### src/logic/rdag_pkg.sv
package rdag_pkg;
  timeunit 1ns;
  timeprecision 1ps;

  // Instruction word layout. A clear top bit marks a 16-bit instruction.
  localparam int FMT_BIT = 15;
  localparam int OP_MSB = 14;
  localparam int OP_LSB = 8;
  localparam int RA_MSB = 7;
  localparam int RA_LSB = 4;
  localparam int RB_MSB = 3;
  localparam int RB_LSB = 0;
  localparam int HALF_W = 16;
  localparam int WORD_W = 32;

  // Number of distinct instructions; every other opcode is reserved, bar the 16-bit auto-update forms.
  localparam logic [6:0] OP_COUNT = 7'h53;

  // Load/store group, codes 0 to 9.
  localparam logic [6:0] OP_LOAD_WORD = 7'h00;
  localparam logic [6:0] OP_LOAD_BYTE = 7'h01;
  localparam logic [6:0] OP_LOAD_UBYTE = 7'h02;
  localparam logic [6:0] OP_LOAD_HALF = 7'h03;
  localparam logic [6:0] OP_LOAD_UHALF = 7'h04;
  localparam logic [6:0] OP_LOAD_LOCKED = 7'h05;
  localparam logic [6:0] OP_STORE_WORD = 7'h06;
  localparam logic [6:0] OP_STORE_BYTE = 7'h07;
  localparam logic [6:0] OP_STORE_HALF = 7'h08;
  localparam logic [6:0] OP_STORE_UNLOCK = 7'h09;
  // Transfer group.
  localparam logic [6:0] OP_LOAD_IMM24 = 7'h0A;
  localparam logic [6:0] OP_LOAD_IMM = 7'h0B;
  localparam logic [6:0] OP_MOVE_FROM_CTRL = 7'h0D;
  localparam logic [6:0] OP_MOVE_TO_CTRL = 7'h0E;
  localparam logic [6:0] OP_SET_HIGH = 7'h0F;
  // Remaining groups: the first code of each class, then the codes named within it.
  localparam logic [6:0] OP_CMP_BASE = 7'h10;
  localparam logic [6:0] OP_COMPARE_IMM = 7'h11;
  localparam logic [6:0] OP_ARITH_BASE = 7'h14;
  localparam logic [6:0] OP_ADD3 = 7'h15;
  localparam logic [6:0] OP_ADD_IMM = 7'h16;
  localparam logic [6:0] OP_ADD_OVF = 7'h17;
  localparam logic [6:0] OP_ADD_OVF3 = 7'h18;
  localparam logic [6:0] OP_ADD_CARRY = 7'h19;
  localparam logic [6:0] OP_SUB_OVF = 7'h1C;
  localparam logic [6:0] OP_SUB_BORROW = 7'h1D;
  localparam logic [6:0] OP_LOGIC_BASE = 7'h1E;
  localparam logic [6:0] OP_AND3 = 7'h1F;
  localparam logic [6:0] OP_OR3 = 7'h22;
  localparam logic [6:0] OP_XOR3 = 7'h24;
  localparam logic [6:0] OP_MULDIV_BASE = 7'h25;
  localparam logic [6:0] OP_SHIFT_BASE = 7'h2A;
  localparam logic [6:0] OP_SHL3 = 7'h2B;
  localparam logic [6:0] OP_SHL_IMM = 7'h2C;
  localparam logic [6:0] OP_SHRA3 = 7'h2E;
  localparam logic [6:0] OP_SHRA_IMM = 7'h2F;
  localparam logic [6:0] OP_SHRL3 = 7'h31;
  localparam logic [6:0] OP_SHRL_IMM = 7'h32;
  localparam logic [6:0] OP_BRANCH_BASE = 7'h33;
  localparam logic [6:0] OP_BR_CARRY = 7'h33;
  localparam logic [6:0] OP_BR_LINK = 7'h38;
  localparam logic [6:0] OP_BR_NCARRY = 7'h3B;
  localparam logic [6:0] OP_BR_ALWAYS = 7'h3E;
  localparam logic [6:0] OP_JUMP_LINK = 7'h3F;
  localparam logic [6:0] OP_JUMP = 7'h40;
  localparam logic [6:0] OP_NO_OP = 7'h41;
  localparam logic [6:0] OP_TRAP = 7'h42;
  localparam logic [6:0] OP_EXC_RETURN = 7'h43;
  localparam logic [6:0] OP_DSP_BASE = 7'h44;
  localparam logic [6:0] OP_ACCUM_ROUND = 7'h51;
  localparam logic [6:0] OP_ACCUM_ROUND_HALF = 7'h52;
  // Auto-update encodings, 16-bit form only; they decode to word load or store.
  localparam logic [6:0] OP_LOAD_POSTINC = 7'h70;
  localparam logic [6:0] OP_STORE_PREINC = 7'h71;
  localparam logic [6:0] OP_STORE_PREDEC = 7'h72;

  // Step applied to the base register by the auto-update modes.
  localparam logic [31:0] UPDATE_STEP = 32'h0000_0004;
  localparam int PCREL_SHIFT = 2;

  typedef enum logic [3:0] {
    RDAG_CL_NONE, RDAG_CL_LOADSTORE, RDAG_CL_TRANSFER, RDAG_CL_COMPARE, RDAG_CL_ARITH,
    RDAG_CL_LOGIC, RDAG_CL_MULDIV, RDAG_CL_SHIFT, RDAG_CL_BRANCH, RDAG_CL_EXC, RDAG_CL_DSP
  } rdag_class_t;

  typedef enum logic [2:0] {
    RDAG_AM_NONE, RDAG_AM_INDIRECT, RDAG_AM_RELATIVE, RDAG_AM_POSTINC,
    RDAG_AM_PREINC, RDAG_AM_PREDEC, RDAG_AM_PCREL
  } rdag_amode_t;

  typedef enum logic [2:0] {
    RDAG_IMM_NONE, RDAG_IMM4, RDAG_IMM5, RDAG_IMM8, RDAG_IMM16, RDAG_IMM24
  } rdag_imm_t;

  typedef enum logic [1:0] {RDAG_W_BYTE, RDAG_W_HALF, RDAG_W_WORD} rdag_width_t;

  typedef struct packed {
    logic is_ctrl;
    logic [3:0] idx;
  } rdag_rsel_t;

  typedef struct packed {
    logic valid;
    logic [6:0] op;
    rdag_class_t iclass;
    rdag_rsel_t dst;
    rdag_rsel_t src;
    logic [3:0] base;
    rdag_imm_t imm_kind;
    logic [31:0] imm;
    logic [31:0] pc;
    rdag_amode_t amode;
    rdag_width_t width;
    logic mem_signed;
    logic mem_write;
    logic ovf_check;
    logic carry_use;
    logic trap;
    logic exc_return;
    logic reserved;
  } rdag_dec_t;

  typedef struct packed {
    logic valid;
    logic mem_access;
    logic [31:0] addr;
    logic wb_en;
    logic [3:0] wb_idx;
    logic [31:0] wb_data;
  } rdag_agen_t;

endpackage

### src/logic/rdag_decoder.sv
module rdag_decoder import rdag_pkg::*; (
  input wire logic clk,
  input wire logic rst_b,
  input wire logic [31:0] fetch_word,
  input wire logic [31:0] fetch_pc,
  input wire logic fetch_valid,
  output logic fetch_ready,
  input wire logic [31:0] base_data,
  output rdag_dec_t dec,
  output rdag_agen_t agen
);
  timeunit 1ns;
  timeprecision 1ps;

  typedef struct packed {
    logic ready;
    logic hold_valid;
    logic second;
    logic [31:0] hold_word;
    logic [31:0] hold_pc;
    rdag_dec_t dec;
  } rdag_dec_state_t;

  rdag_dec_state_t st;
  rdag_dec_state_t next_st;

  // Sign-extend helper for displacements and immediates.
  function automatic logic [31:0] sext(input logic [31:0] v, input int bits);
    logic [31:0] m;
    m = 32'h0000_0001 << (bits - 1);
    return (v ^ m) - m;
  endfunction

  // Class of a valid opcode follows from its group range.
  function automatic rdag_class_t class_of(input logic [6:0] op);
    rdag_class_t c;
    c = RDAG_CL_NONE;
    if (op >= OP_COUNT) c = RDAG_CL_NONE;
    else if (op >= OP_DSP_BASE) c = RDAG_CL_DSP;
    else if (op >= OP_TRAP) c = RDAG_CL_EXC;
    else if (op >= OP_BRANCH_BASE) c = RDAG_CL_BRANCH;
    else if (op >= OP_SHIFT_BASE) c = RDAG_CL_SHIFT;
    else if (op >= OP_MULDIV_BASE) c = RDAG_CL_MULDIV;
    else if (op >= OP_LOGIC_BASE) c = RDAG_CL_LOGIC;
    else if (op >= OP_ARITH_BASE) c = RDAG_CL_ARITH;
    else if (op >= OP_CMP_BASE) c = RDAG_CL_COMPARE;
    else if (op >= OP_LOAD_IMM24) c = RDAG_CL_TRANSFER;
    else c = RDAG_CL_LOADSTORE;
    return c;
  endfunction

  logic [31:0] cur;
  logic is32;
  logic [6:0] raw_op;
  logic [3:0] ra;
  logic [3:0] rb;
  logic [15:0] imm16;
  logic only32;
  logic long_branch;
  rdag_dec_t d;

  // Pick the instruction under decode: whole word, high half, or low half.
  always_comb begin
    cur = st.hold_word;
    is32 = !st.second && st.hold_word[WORD_W - 1];
    if (!is32) begin
      cur = st.second ? {st.hold_word[HALF_W - 1:0], 16'h0000}
                      : {st.hold_word[WORD_W - 1:HALF_W], 16'h0000};
    end
    raw_op = cur[OP_MSB + HALF_W:OP_LSB + HALF_W];
    ra = cur[RA_MSB + HALF_W:RA_LSB + HALF_W];
    rb = cur[RB_MSB + HALF_W:RB_LSB + HALF_W];
    imm16 = cur[HALF_W - 1:0];
    only32 = raw_op inside {OP_LOAD_IMM24, OP_SET_HIGH, OP_ADD3, OP_ADD_OVF3, OP_AND3,
                            OP_OR3, OP_XOR3, OP_SHL3, OP_SHRA3, OP_SHRL3};
    long_branch = raw_op inside {OP_BR_CARRY, OP_BR_LINK, OP_BR_NCARRY, OP_BR_ALWAYS};
  end

  // Field decode of the selected instruction.
  always_comb begin
    d = '0;
    d.valid = st.hold_valid;
    d.pc = {st.hold_pc[31:2], 2'b00};
    d.op = raw_op;
    d.base = rb;
    d.width = RDAG_W_WORD;
    d.dst = '{is_ctrl: 1'b0, idx: ra};
    d.src = '{is_ctrl: 1'b0, idx: rb};
    // Auto-update forms exist only as 16-bit encodings and fold onto word load/store.
    if (!is32 && raw_op inside {OP_LOAD_POSTINC, OP_STORE_PREINC, OP_STORE_PREDEC}) begin
      d.op = (raw_op == OP_LOAD_POSTINC) ? OP_LOAD_WORD : OP_STORE_WORD;
      d.amode = (raw_op == OP_LOAD_POSTINC) ? RDAG_AM_POSTINC :
                (raw_op == OP_STORE_PREINC) ? RDAG_AM_PREINC : RDAG_AM_PREDEC;
    end
    d.iclass = class_of(d.op);
    // Unknown codes, 32-bit-only ops in short form, or a long word in the low half.
    d.reserved = (d.iclass == RDAG_CL_NONE) || (!is32 && only32) ||
                 (st.second && st.hold_word[FMT_BIT]);
    case (d.iclass)
      RDAG_CL_LOADSTORE: begin
        // Memory traffic only; no register-to-register result.
        if (d.amode == RDAG_AM_NONE) begin
          d.amode = is32 ? RDAG_AM_RELATIVE : RDAG_AM_INDIRECT;
        end
        if (is32) begin
          d.imm_kind = RDAG_IMM16;
          d.imm = sext({16'h0000, imm16}, 16);
        end
        d.mem_write = d.op >= OP_STORE_WORD;
        d.width = d.op inside {OP_LOAD_BYTE, OP_LOAD_UBYTE, OP_STORE_BYTE} ? RDAG_W_BYTE :
                  d.op inside {OP_LOAD_HALF, OP_LOAD_UHALF, OP_STORE_HALF} ? RDAG_W_HALF :
                  RDAG_W_WORD;
        d.mem_signed = d.op inside {OP_LOAD_BYTE, OP_LOAD_HALF};
      end
      RDAG_CL_TRANSFER: begin
        // No address mode is set; no memory access follows, as only the load/store class raises one.
        d.amode = RDAG_AM_NONE;
        if (d.op == OP_MOVE_FROM_CTRL) d.src.is_ctrl = 1'b1;
        if (d.op == OP_MOVE_TO_CTRL) d.dst.is_ctrl = 1'b1;
        if (d.op == OP_LOAD_IMM24) begin
          d.imm_kind = RDAG_IMM24;
          d.imm = {8'h00, cur[23:0]};
        end else if (d.op == OP_SET_HIGH) begin
          d.imm_kind = RDAG_IMM16;
          d.imm = {imm16, 16'h0000};
        end else if (d.op == OP_LOAD_IMM) begin
          d.imm_kind = is32 ? RDAG_IMM16 : RDAG_IMM8;
          d.imm = is32 ? sext({16'h0000, imm16}, 16)
                       : sext({24'h000000, ra, rb}, 8);
        end
      end
      RDAG_CL_BRANCH: begin
        // Register jumps take their target from rb and the no-op has none; the rest are PC relative.
        if (!(d.op inside {OP_JUMP_LINK, OP_JUMP, OP_NO_OP})) begin
          d.amode = RDAG_AM_PCREL;
          if (!is32) begin
            d.imm_kind = RDAG_IMM8;
            d.imm = sext({24'h000000, ra, rb}, 8);
          end else if (long_branch) begin
            d.imm_kind = RDAG_IMM24;
            d.imm = sext({8'h00, cur[23:0]}, 24);
          end else begin
            d.imm_kind = RDAG_IMM16;
            d.imm = sext({16'h0000, imm16}, 16);
          end
        end
      end
      RDAG_CL_EXC: begin
        // Both hand control to the exception unit instead of the branch path.
        d.trap = d.op == OP_TRAP;
        d.exc_return = d.op == OP_EXC_RETURN;
        if (d.trap) begin
          d.imm_kind = RDAG_IMM4;
          d.imm = {28'h0000000, rb};
        end
      end
      RDAG_CL_DSP: begin
        // The accumulator is implied; rounds write register 0, every other DSP op writes ra.
        d.dst.idx = (d.op >= OP_ACCUM_ROUND) ? 4'h0 : ra;
      end
      default: begin
        // Operate classes: immediates for the immediate and 3-operand forms.
        d.ovf_check = d.op inside {OP_ADD_OVF, OP_ADD_OVF3, OP_SUB_OVF};
        d.carry_use = d.op inside {OP_ADD_CARRY, OP_SUB_BORROW};
        if (d.op inside {OP_SHL_IMM, OP_SHRA_IMM, OP_SHRL_IMM}) begin
          d.imm_kind = RDAG_IMM5;
          d.imm = {27'h0, cur[20:16]};
        end else if (is32) begin
          d.imm_kind = RDAG_IMM16;
          d.imm = d.op inside {OP_AND3, OP_OR3, OP_XOR3} ? {16'h0000, imm16}
                                                        : sext({16'h0000, imm16}, 16);
        end else if (d.op inside {OP_ADD_IMM, OP_COMPARE_IMM}) begin
          d.imm_kind = RDAG_IMM8;
          d.imm = sext({24'h000000, ra, rb}, 8);
        end
      end
    endcase
    // A reserved slot still reports but carries no effect downstream.
    if (d.reserved) begin
      d.amode = RDAG_AM_NONE;
      d.trap = 1'b0;
      d.exc_return = 1'b0;
    end
  end

  // Sequencing of the held word: one slot for 32-bit, two for a packed pair.
  always_comb begin
    next_st = st;
    next_st.dec = d;
    if (st.hold_valid) begin
      if (is32 || st.second) begin
        next_st.hold_valid = 1'b0;
        next_st.second = 1'b0;
      end else begin
        next_st.second = 1'b1;
      end
    end else if (fetch_valid && st.ready) begin
      next_st.hold_valid = 1'b1;
      next_st.hold_word = fetch_word;
      next_st.hold_pc = fetch_pc;
    end
    // The next word is taken only once the held one is fully decoded.
    next_st.ready = !next_st.hold_valid;
  end

  // State register.
  always_ff @(posedge clk) begin
    if (!rst_b) begin
      st <= '0;
    end else begin
      st <= next_st;
    end
  end

  assign fetch_ready = st.ready;
  assign dec = st.dec;

  // Address generation runs one stage behind decode.
  rdag_addr_gen u_addr_gen (
    .clk(clk),
    .rst_b(rst_b),
    .dec(st.dec),
    .base_data(base_data),
    .agen(agen)
  );

endmodule

### src/logic/rdag_addr_gen.sv
// Forms the effective address one cycle after a decode, from the decoded
// fields and the base register contents that the register file returns.
module rdag_addr_gen import rdag_pkg::*; (
  input wire logic clk,
  input wire logic rst_b,
  input rdag_dec_t dec,
  input wire logic [31:0] base_data,
  output rdag_agen_t agen
);
  timeunit 1ns;
  timeprecision 1ps;

  typedef struct packed {
    rdag_agen_t agen;
  } rdag_ag_state_t;

  rdag_ag_state_t st;
  rdag_ag_state_t next_st;

  // Address arithmetic per mode; reserved slots produce no access.
  always_comb begin
    next_st = '0;
    next_st.agen.valid = dec.valid;
    next_st.agen.wb_idx = dec.base;
    if (dec.valid && !dec.reserved) begin
      next_st.agen.mem_access = dec.iclass == RDAG_CL_LOADSTORE;
      case (dec.amode)
        RDAG_AM_INDIRECT: begin
          next_st.agen.addr = base_data;
        end
        RDAG_AM_RELATIVE: begin
          next_st.agen.addr = base_data + dec.imm;
        end
        RDAG_AM_POSTINC: begin
          // The access uses the old value; the register moves on afterwards.
          next_st.agen.addr = base_data;
          next_st.agen.wb_en = 1'b1;
          next_st.agen.wb_data = base_data + UPDATE_STEP;
        end
        RDAG_AM_PREINC: begin
          next_st.agen.addr = base_data + UPDATE_STEP;
          next_st.agen.wb_en = 1'b1;
          next_st.agen.wb_data = base_data + UPDATE_STEP;
        end
        RDAG_AM_PREDEC: begin
          next_st.agen.addr = base_data - UPDATE_STEP;
          next_st.agen.wb_en = 1'b1;
          next_st.agen.wb_data = base_data - UPDATE_STEP;
        end
        RDAG_AM_PCREL: begin
          // The displacement counts words, so it is scaled before the add.
          next_st.agen.addr = dec.pc + (dec.imm << PCREL_SHIFT);
        end
        default: begin
          next_st.agen.addr = '0;
        end
      endcase
    end
  end

  // State register.
  always_ff @(posedge clk) begin
    if (!rst_b) begin
      st <= '0;
    end else begin
      st <= next_st;
    end
  end

  assign agen = st.agen;

endmodule

### config.mk
export PLATFORM = sky130hd
export DESIGN_NAME = rdag_decoder
export DESIGN_NICKNAME = d
export VERILOG_FILES = /design/src/logic/rdag_pkg.sv /design/src/logic/rdag_decoder.sv /design/src/logic/rdag_addr_gen.sv
export SDC_FILE = /design/constraint.sdc
export NUM_CORES = 1
export LEC_CHECK = 0
export BUFFER_PORTS_ARGS = -buffer_cell sky130_fd_sc_hd__buf_4
export CORE_MARGIN = 5
export CORE_UTILIZATION = 35
export DETAILED_ROUTE_END_ITERATION = 6
export MAX_ROUTING_LAYER = met4
export PLACE_DENSITY_LB_ADDON = 0.12
export SYNTH_ARGS = -nofsm -noshare
export SYNTH_HDL_FRONTEND = slang
export SYNTH_HIERARCHICAL = 1
export SYNTH_SLANG_ARGS = --single-unit
### constraint.sdc
create_clock -name clk -period 4.6 [get_ports clk]
set_clock_uncertainty 0.15 [all_clocks]
set_input_delay 0.92 -clock clk [delete_from_list [all_inputs] [get_ports clk]]
set_output_delay 0.92 -clock clk [all_outputs]
set_load 0.02 [all_outputs]
**After elaboration in Yosys (flattened, before gate mapping)**

Index checks and enable logic that the tools add are counted.
W data, S select, Z words.

- $add $sub $neg: 7
- $mul: 0
- Div/mod/pow operators: 0
- Magnitude comparators: 12
- Equality and inequality tests: 58
- Shifts and indexed selects: 0
- Multiplexer cells: 49
- Bitwise gates (word level): 6
- Reductions and logical operators: 38

Operators by type and width:

| operator | count |
|---|---|
| $mux W35 | 8 |
| $pmux W35 S5 | 1 |
| $pmux W32 S5 | 1 |
| $eq A7 B6 Y1 const B | 15 |
| $eq A7 B5 Y1 const B | 11 |
| $mux W33 | 2 |
| $add A32 B32 Y32 | 2 |
| $mux W32 | 2 |
| $pmux W32 S2 | 1 |
| $mux W31 | 2 |
| $eq A7 B4 Y1 const B | 8 |
| $eq A7 B7 Y1 const B | 7 |
| $mux W34 | 1 |
| $add A32 B3 Y32 const B | 1 |
| $sub A32 B3 Y32 const B | 1 |
| $mux W3 | 10 |
| $ge A7 B7 Y1 const B | 4 |
| $mux W4 | 7 |
| $sub A24 B24 Y25 const B | 1 |
| $ge A7 B5 Y1 const B | 3 |
| $ge A7 B6 Y1 const B | 3 |
| $reduce_bool A3 Y1 | 7 |
| $sub A16 B16 Y17 const B | 1 |
| $eq A7 B2 Y1 const B | 2 |
| other kinds (28) | 69 |

- Flip-flop bits (word level): 239
- Bits in latches: 0
- RAM bits: 0
- Bits in read-only memories: 0
- Input bits: 99
- Output and inout port bits: 177
- Memories: 0

**Longest topological paths before layout**

- Word-level depth: 22
- Mapped depth: 13
- Mapped depth without buffers: 12

**By module**

The synthesis kept the hierarchy.

Modules (own cells, without submodules):

| module | times used | cells each | area each (um^2) | seq. area each (um^2) |
|---|---|---|---|---|
| rdag_addr_gen | 1 | 1074 | 7688.6 | 1421.4 |
| rdag_decoder | 1 | 907 | 7651.1 | 3283.1 |

**Worst setup path after synthesis**

No wires, ideal clock.

- Kind: input -> register
- Start point: in base_data[12]
- End point: reg u_addr_gen.st, in the netlist u_addr_gen/agen[68]
- Library setup time: 0.118 ns
- Arrival time: 3.575 ns
- Required time: 4.332 ns
- Setup slack: 0.757 ns
- Stages on the path: 11
- Buffers on the path: 2
- Cells stage by stage: buf_6 > or4_4 > or4_4 > buf_6 > or4_4 > nor3_1 > xnor2_1 > nor2_1 > a2111oi_0 > o311ai_0 > o2bb2ai_1

- Longest elaborated chain between the ends: 2
- Elaborated cells between the ends (all ways): 4
- Classes of those cells: 3 x add/sub; 1 x mux

Ends and longest elaborated chain:

| item | RTL line | RTL |
|---|---|---|
| start: declaration | rdag_decoder.sv:8 | `input wire logic [31:0] base_data,` |
| $sub A32 B3 Y32 (tied with other cells) | rdag_addr_gen.sv:46 | `next_st.agen.addr = base_data - UPDATE_STEP;` |
| $pmux W32 S5 (*) | rdag_addr_gen.sv:27 | `case (dec.amode)` |
| end signal: assignment | rdag_addr_gen.sv:66 | `st <= next_st;` |
| end: declaration | rdag_addr_gen.sv:17 | `rdag_ag_state_t st;` |

Every way passes the cells marked *; elsewhere a longest branch is shown, timed or not.
A chain may end at the register's enable or synchronous reset.

**Worst setup path after layout**

- Start point: in base_data[11]
- End point: reg u_addr_gen.st, in the netlist u_addr_gen/agen[68]

The elaborated chain is that of the path after synthesis.

==> flow_metrics.tcl <==
set metrics [dict create \
    fin_crit_sh_pct 79.18 \
    arrival_ns 3.94 \
    routabilityCongestion 0.9399 \
    layout.cells.non_filler 2682 \
    grt_overflow_total 0 \
    ant_nets 0 \
    vias 14640 \
    drcViolationCount 0 \
    maxCapViolCount 0 \
    clkTransAtPathRegs_ns 0.05 \
    dp_hpwl_um 44940 \
    crit_path_start "base_data[11]" \
    met1_usage_pct 32.18 \
    endpoint_kind "flop" \
    wl_per_cell_um 21.40 \
    final.setup.worst_slack_ns 0.9576 \
    fill_cells 4588 \
    use_met2_pct 37.49 \
    hold_viol 0 \
    grt_pass1_vias 13980 \
    wl_um 57410 \
    nets 2241 \
    numCtsBuffers 29 \
    ys.flop_type "dfxtp_1" \
    reg2reg_slack_ns 1.00 \
    rsz0062_at_grt "no" \
    async_reset_ff_share_pct 0 \
    syn_to_final_growth_pct 17.13 \
    drt-initial-drc-count 1089 \
    grt_start_max_net_pins 55 \
    hp-start "dec[94]" \
    r2r-end "dec[73]" \
    ys_ff_latch 235 \
    htree_levels 1 \
    antenna_cells 0 \
    coreArea_sq_um 43170 \
    switching_share_pct 27.84 \
    post_cts_buffers 0 \
    die_width_um 219.4 \
    die-area_sq_um 48110 \
    cpMaxStageDelayCell "or4_4" \
    cpPeakStageDelay_ns 0.59 \
    pre_cts_ws_ns 0.4162 \
    synth_edf_count 0 \
    min_to "u_addr_gen/agen[69]" \
    p_comb_share_pct 16.1 \
    hold_depth 1 \
    rows 76 \
    maxSlewHeadroom_pct 35.15 \
    critPathKind "in2reg" \
    p_leak_nw 7.445 \
    tightest_slew_ns 0.9692 \
    met3_usage_pct 2.676 \
    path_max_fanout 13 \
    io_pins 276 \
    setup-violations-final 0 \
    peakVddDrop_v 0.0002653 \
    worst_hold_path_type "reg2reg" \
    crit_top_cell "or4_4" \
    critPathRequiredTime_ns 4.90 \
    dp_cells 2632 \
    clock_latency_ns 0.58 \
    slew_violations 0 \
    globalRoute.busiestLayer "met2" \
    drive_gt1_share_pct 19.79 \
    yosysWarningCount 6 \
    cts_tree "yes" \
    fmax_ghz 0.2745 \
    detail_route.vias_per_cell 5.457 \
    antenna_found_initial 0 \
    die-height_um 219.4 \
    cp_cell_sequence "buf_4, or4_4, or4_4, or4_4, nor3_1, xnor2_1, nor2_1, a2111oi_0, o311ai_0, o2bb2ai_1" \
    fin_util_pct 41.62 \
    cts.sinks 235 \
    port_buffers 271 \
    r2r-start "st[169]" \
    synth_cells 1981 \
    firstDrtPassIters 6 \
    cts_buffer_depth 3 \
    gr-usage-all-layers_pct 23.53 \
    r2r_cells 8 \
    power.switching_mw 1.539 \
    syn_area_sq_um 15340 \
    power.internal_mw 3.990 \
    yosys.cell_types.count 105 \
    clock_power_share_pct 44.7 \
    power_density_nw_per_um2 307.7 \
    cts_resized 0 \
    status "completed" \
    grt_first_pass_wirelength_um 85970 \
    min_period_ns 3.642 \
    clockRootBuffer "clkbuf_16" \
    tns_ns 0 \
    yosysSeqAreaShare_pct 30.67 \
    synth.avg_cell_area_sq_um 7.743 \
    initial_utilization_pct 35.53 \
    critPathLaunchType "input port" \
    holdBufCountCts 0 \
    pwr-share-seq_pct 39.2 \
]
-- placed cells by master, fill, tap and decap left out, types with 22 or more instances in the layout --
cell type and n:
clkbuf_16 29, ha_1 62, dfxtp_1 234, mux2i_1 23, a21oi_1 204, a22oi_1 22, buf_4 305, o21ai_0 77
xor2_1 34, and2_1 50, nor3_1 39, nor2_1 146, a31oi_1 27, a21o_1 45, nand3_1 45, xnor2_1 44
nand2_1 282, inv_1 37
-- power by group through the flow --
| stage | logic [mW] | clock network [mW] | registers [mW] |
|---|---|---|---|
| after CTS | 0.883 | 2.52 | 2.17 |
| after floorplan | 0.620 | 0 | 2.18 |
| final | 0.890 | 2.47 | 2.17 |
| after detailed placement | 0.880 | 0 | 2.21 |
| after global routing | 0.968 | 2.61 | 2.17 |
| after global placement | 0.877 | 0 | 2.21 |
-- worst max-delay path, delay by kind of cell --
kind	cells	cell delay, ns
compound gates	3	0.77
xor+xnor	1	0.15
buf+inv	1	0.16
simple gates	5	1.93
-- metal layers --
layer	part of all wire (%)	routed length [um]
met5	0	0
met1	46	26230
met2	46	26560
met3	5.8	3304
met4	2.3	1305
-- area by class of cell --
| class | instances | area (sq um) | share of cell area [%] |
|---|---|---|---|
| Tap cell | 585 | 732.0 | 4.074 |
| Clock inverter | 13 | 229.0 | 1.274 |
| Timing Repair Buffer | 305 | 2290 | 12.74 |
| Multi-Input combinational cell | 1469 | 9062 | 50.44 |
| Inverter | 38 | 142.6 | 0.7939 |
| Sequential cell | 235 | 4706 | 26.19 |
| Clock buffer | 37 | 805.8 | 4.485 |
-- logic make-up after synthesis --
group           synth area share [%]
flops                          30.67
simple gates                   22.45
other cells                  0.02445
buf+inv                        10.39
compound gates                 24.51
fa+ha+maj                      5.318
mux                            2.186
xor+xnor                       4.454
-- synthesized netlist by cell type, drive strengths merged, types with 23 or more instances --
| cell type | number | area, sq um |
|---|---|---|
| a31oi | 28 | 190.2 |
| a21o | 45 | 337.8 |
| a21oi | 209 | 1072 |
| inv | 37 | 138.9 |
| dfxtp | 235 | 4705 |
| mux2i | 23 | 230.2 |
| and2 | 50 | 312.8 |
| nand3 | 45 | 225.2 |
| xor2 | 34 | 297.8 |
| nand2 | 284 | 1071 |
| buf | 137 | 1049 |
| xnor2 | 44 | 385.4 |
| o21ai | 84 | 424.2 |
| ha | 62 | 775.7 |
| nor3 | 40 | 205.2 |
| clkbuf | 105 | 402.9 |
| nor2 | 148 | 558.0 |
-- sequential cells by signal (all words and copies together) (netlist names) --
name	count
dec	99
u_addr_gen/agen	71
st	33
d	31
fetch_ready	1
-- how the worst max path moves through the flow --
stage,cells after the start,to,slack [ns]
6_report,10,u_addr_gen/agen[68],0.96
2_1_floorplan,11,u_addr_gen/agen[68],0.76
4_1_cts,8,dec[73],1.00
3_3_place_gp,10,u_addr_gen/agen[68],0.41
3_5_place_dp,10,u_addr_gen/agen[68],0.42
5_1_grt,10,u_addr_gen/agen[68],0.72
-- stage by stage --
| stage | instance area (sq um) | total power [mW] | hold WS [ns] |
|---|---|---|---|
| 2_1_floorplan | 15350 | 2.797 | 0.2478 |
| 3_3_place_gp | 16930 | 3.086 | 0.2737 |
| 3_5_place_dp | 16930 | 3.090 | 0.2769 |
| 4_1_cts | 17970 | 5.574 | 0.2885 |
| 5_1_grt | 17970 | 5.754 | 0.3119 |
| 6_report | 17970 | 5.529 | 0.2799 |
(Power assumes the default switching activity.)
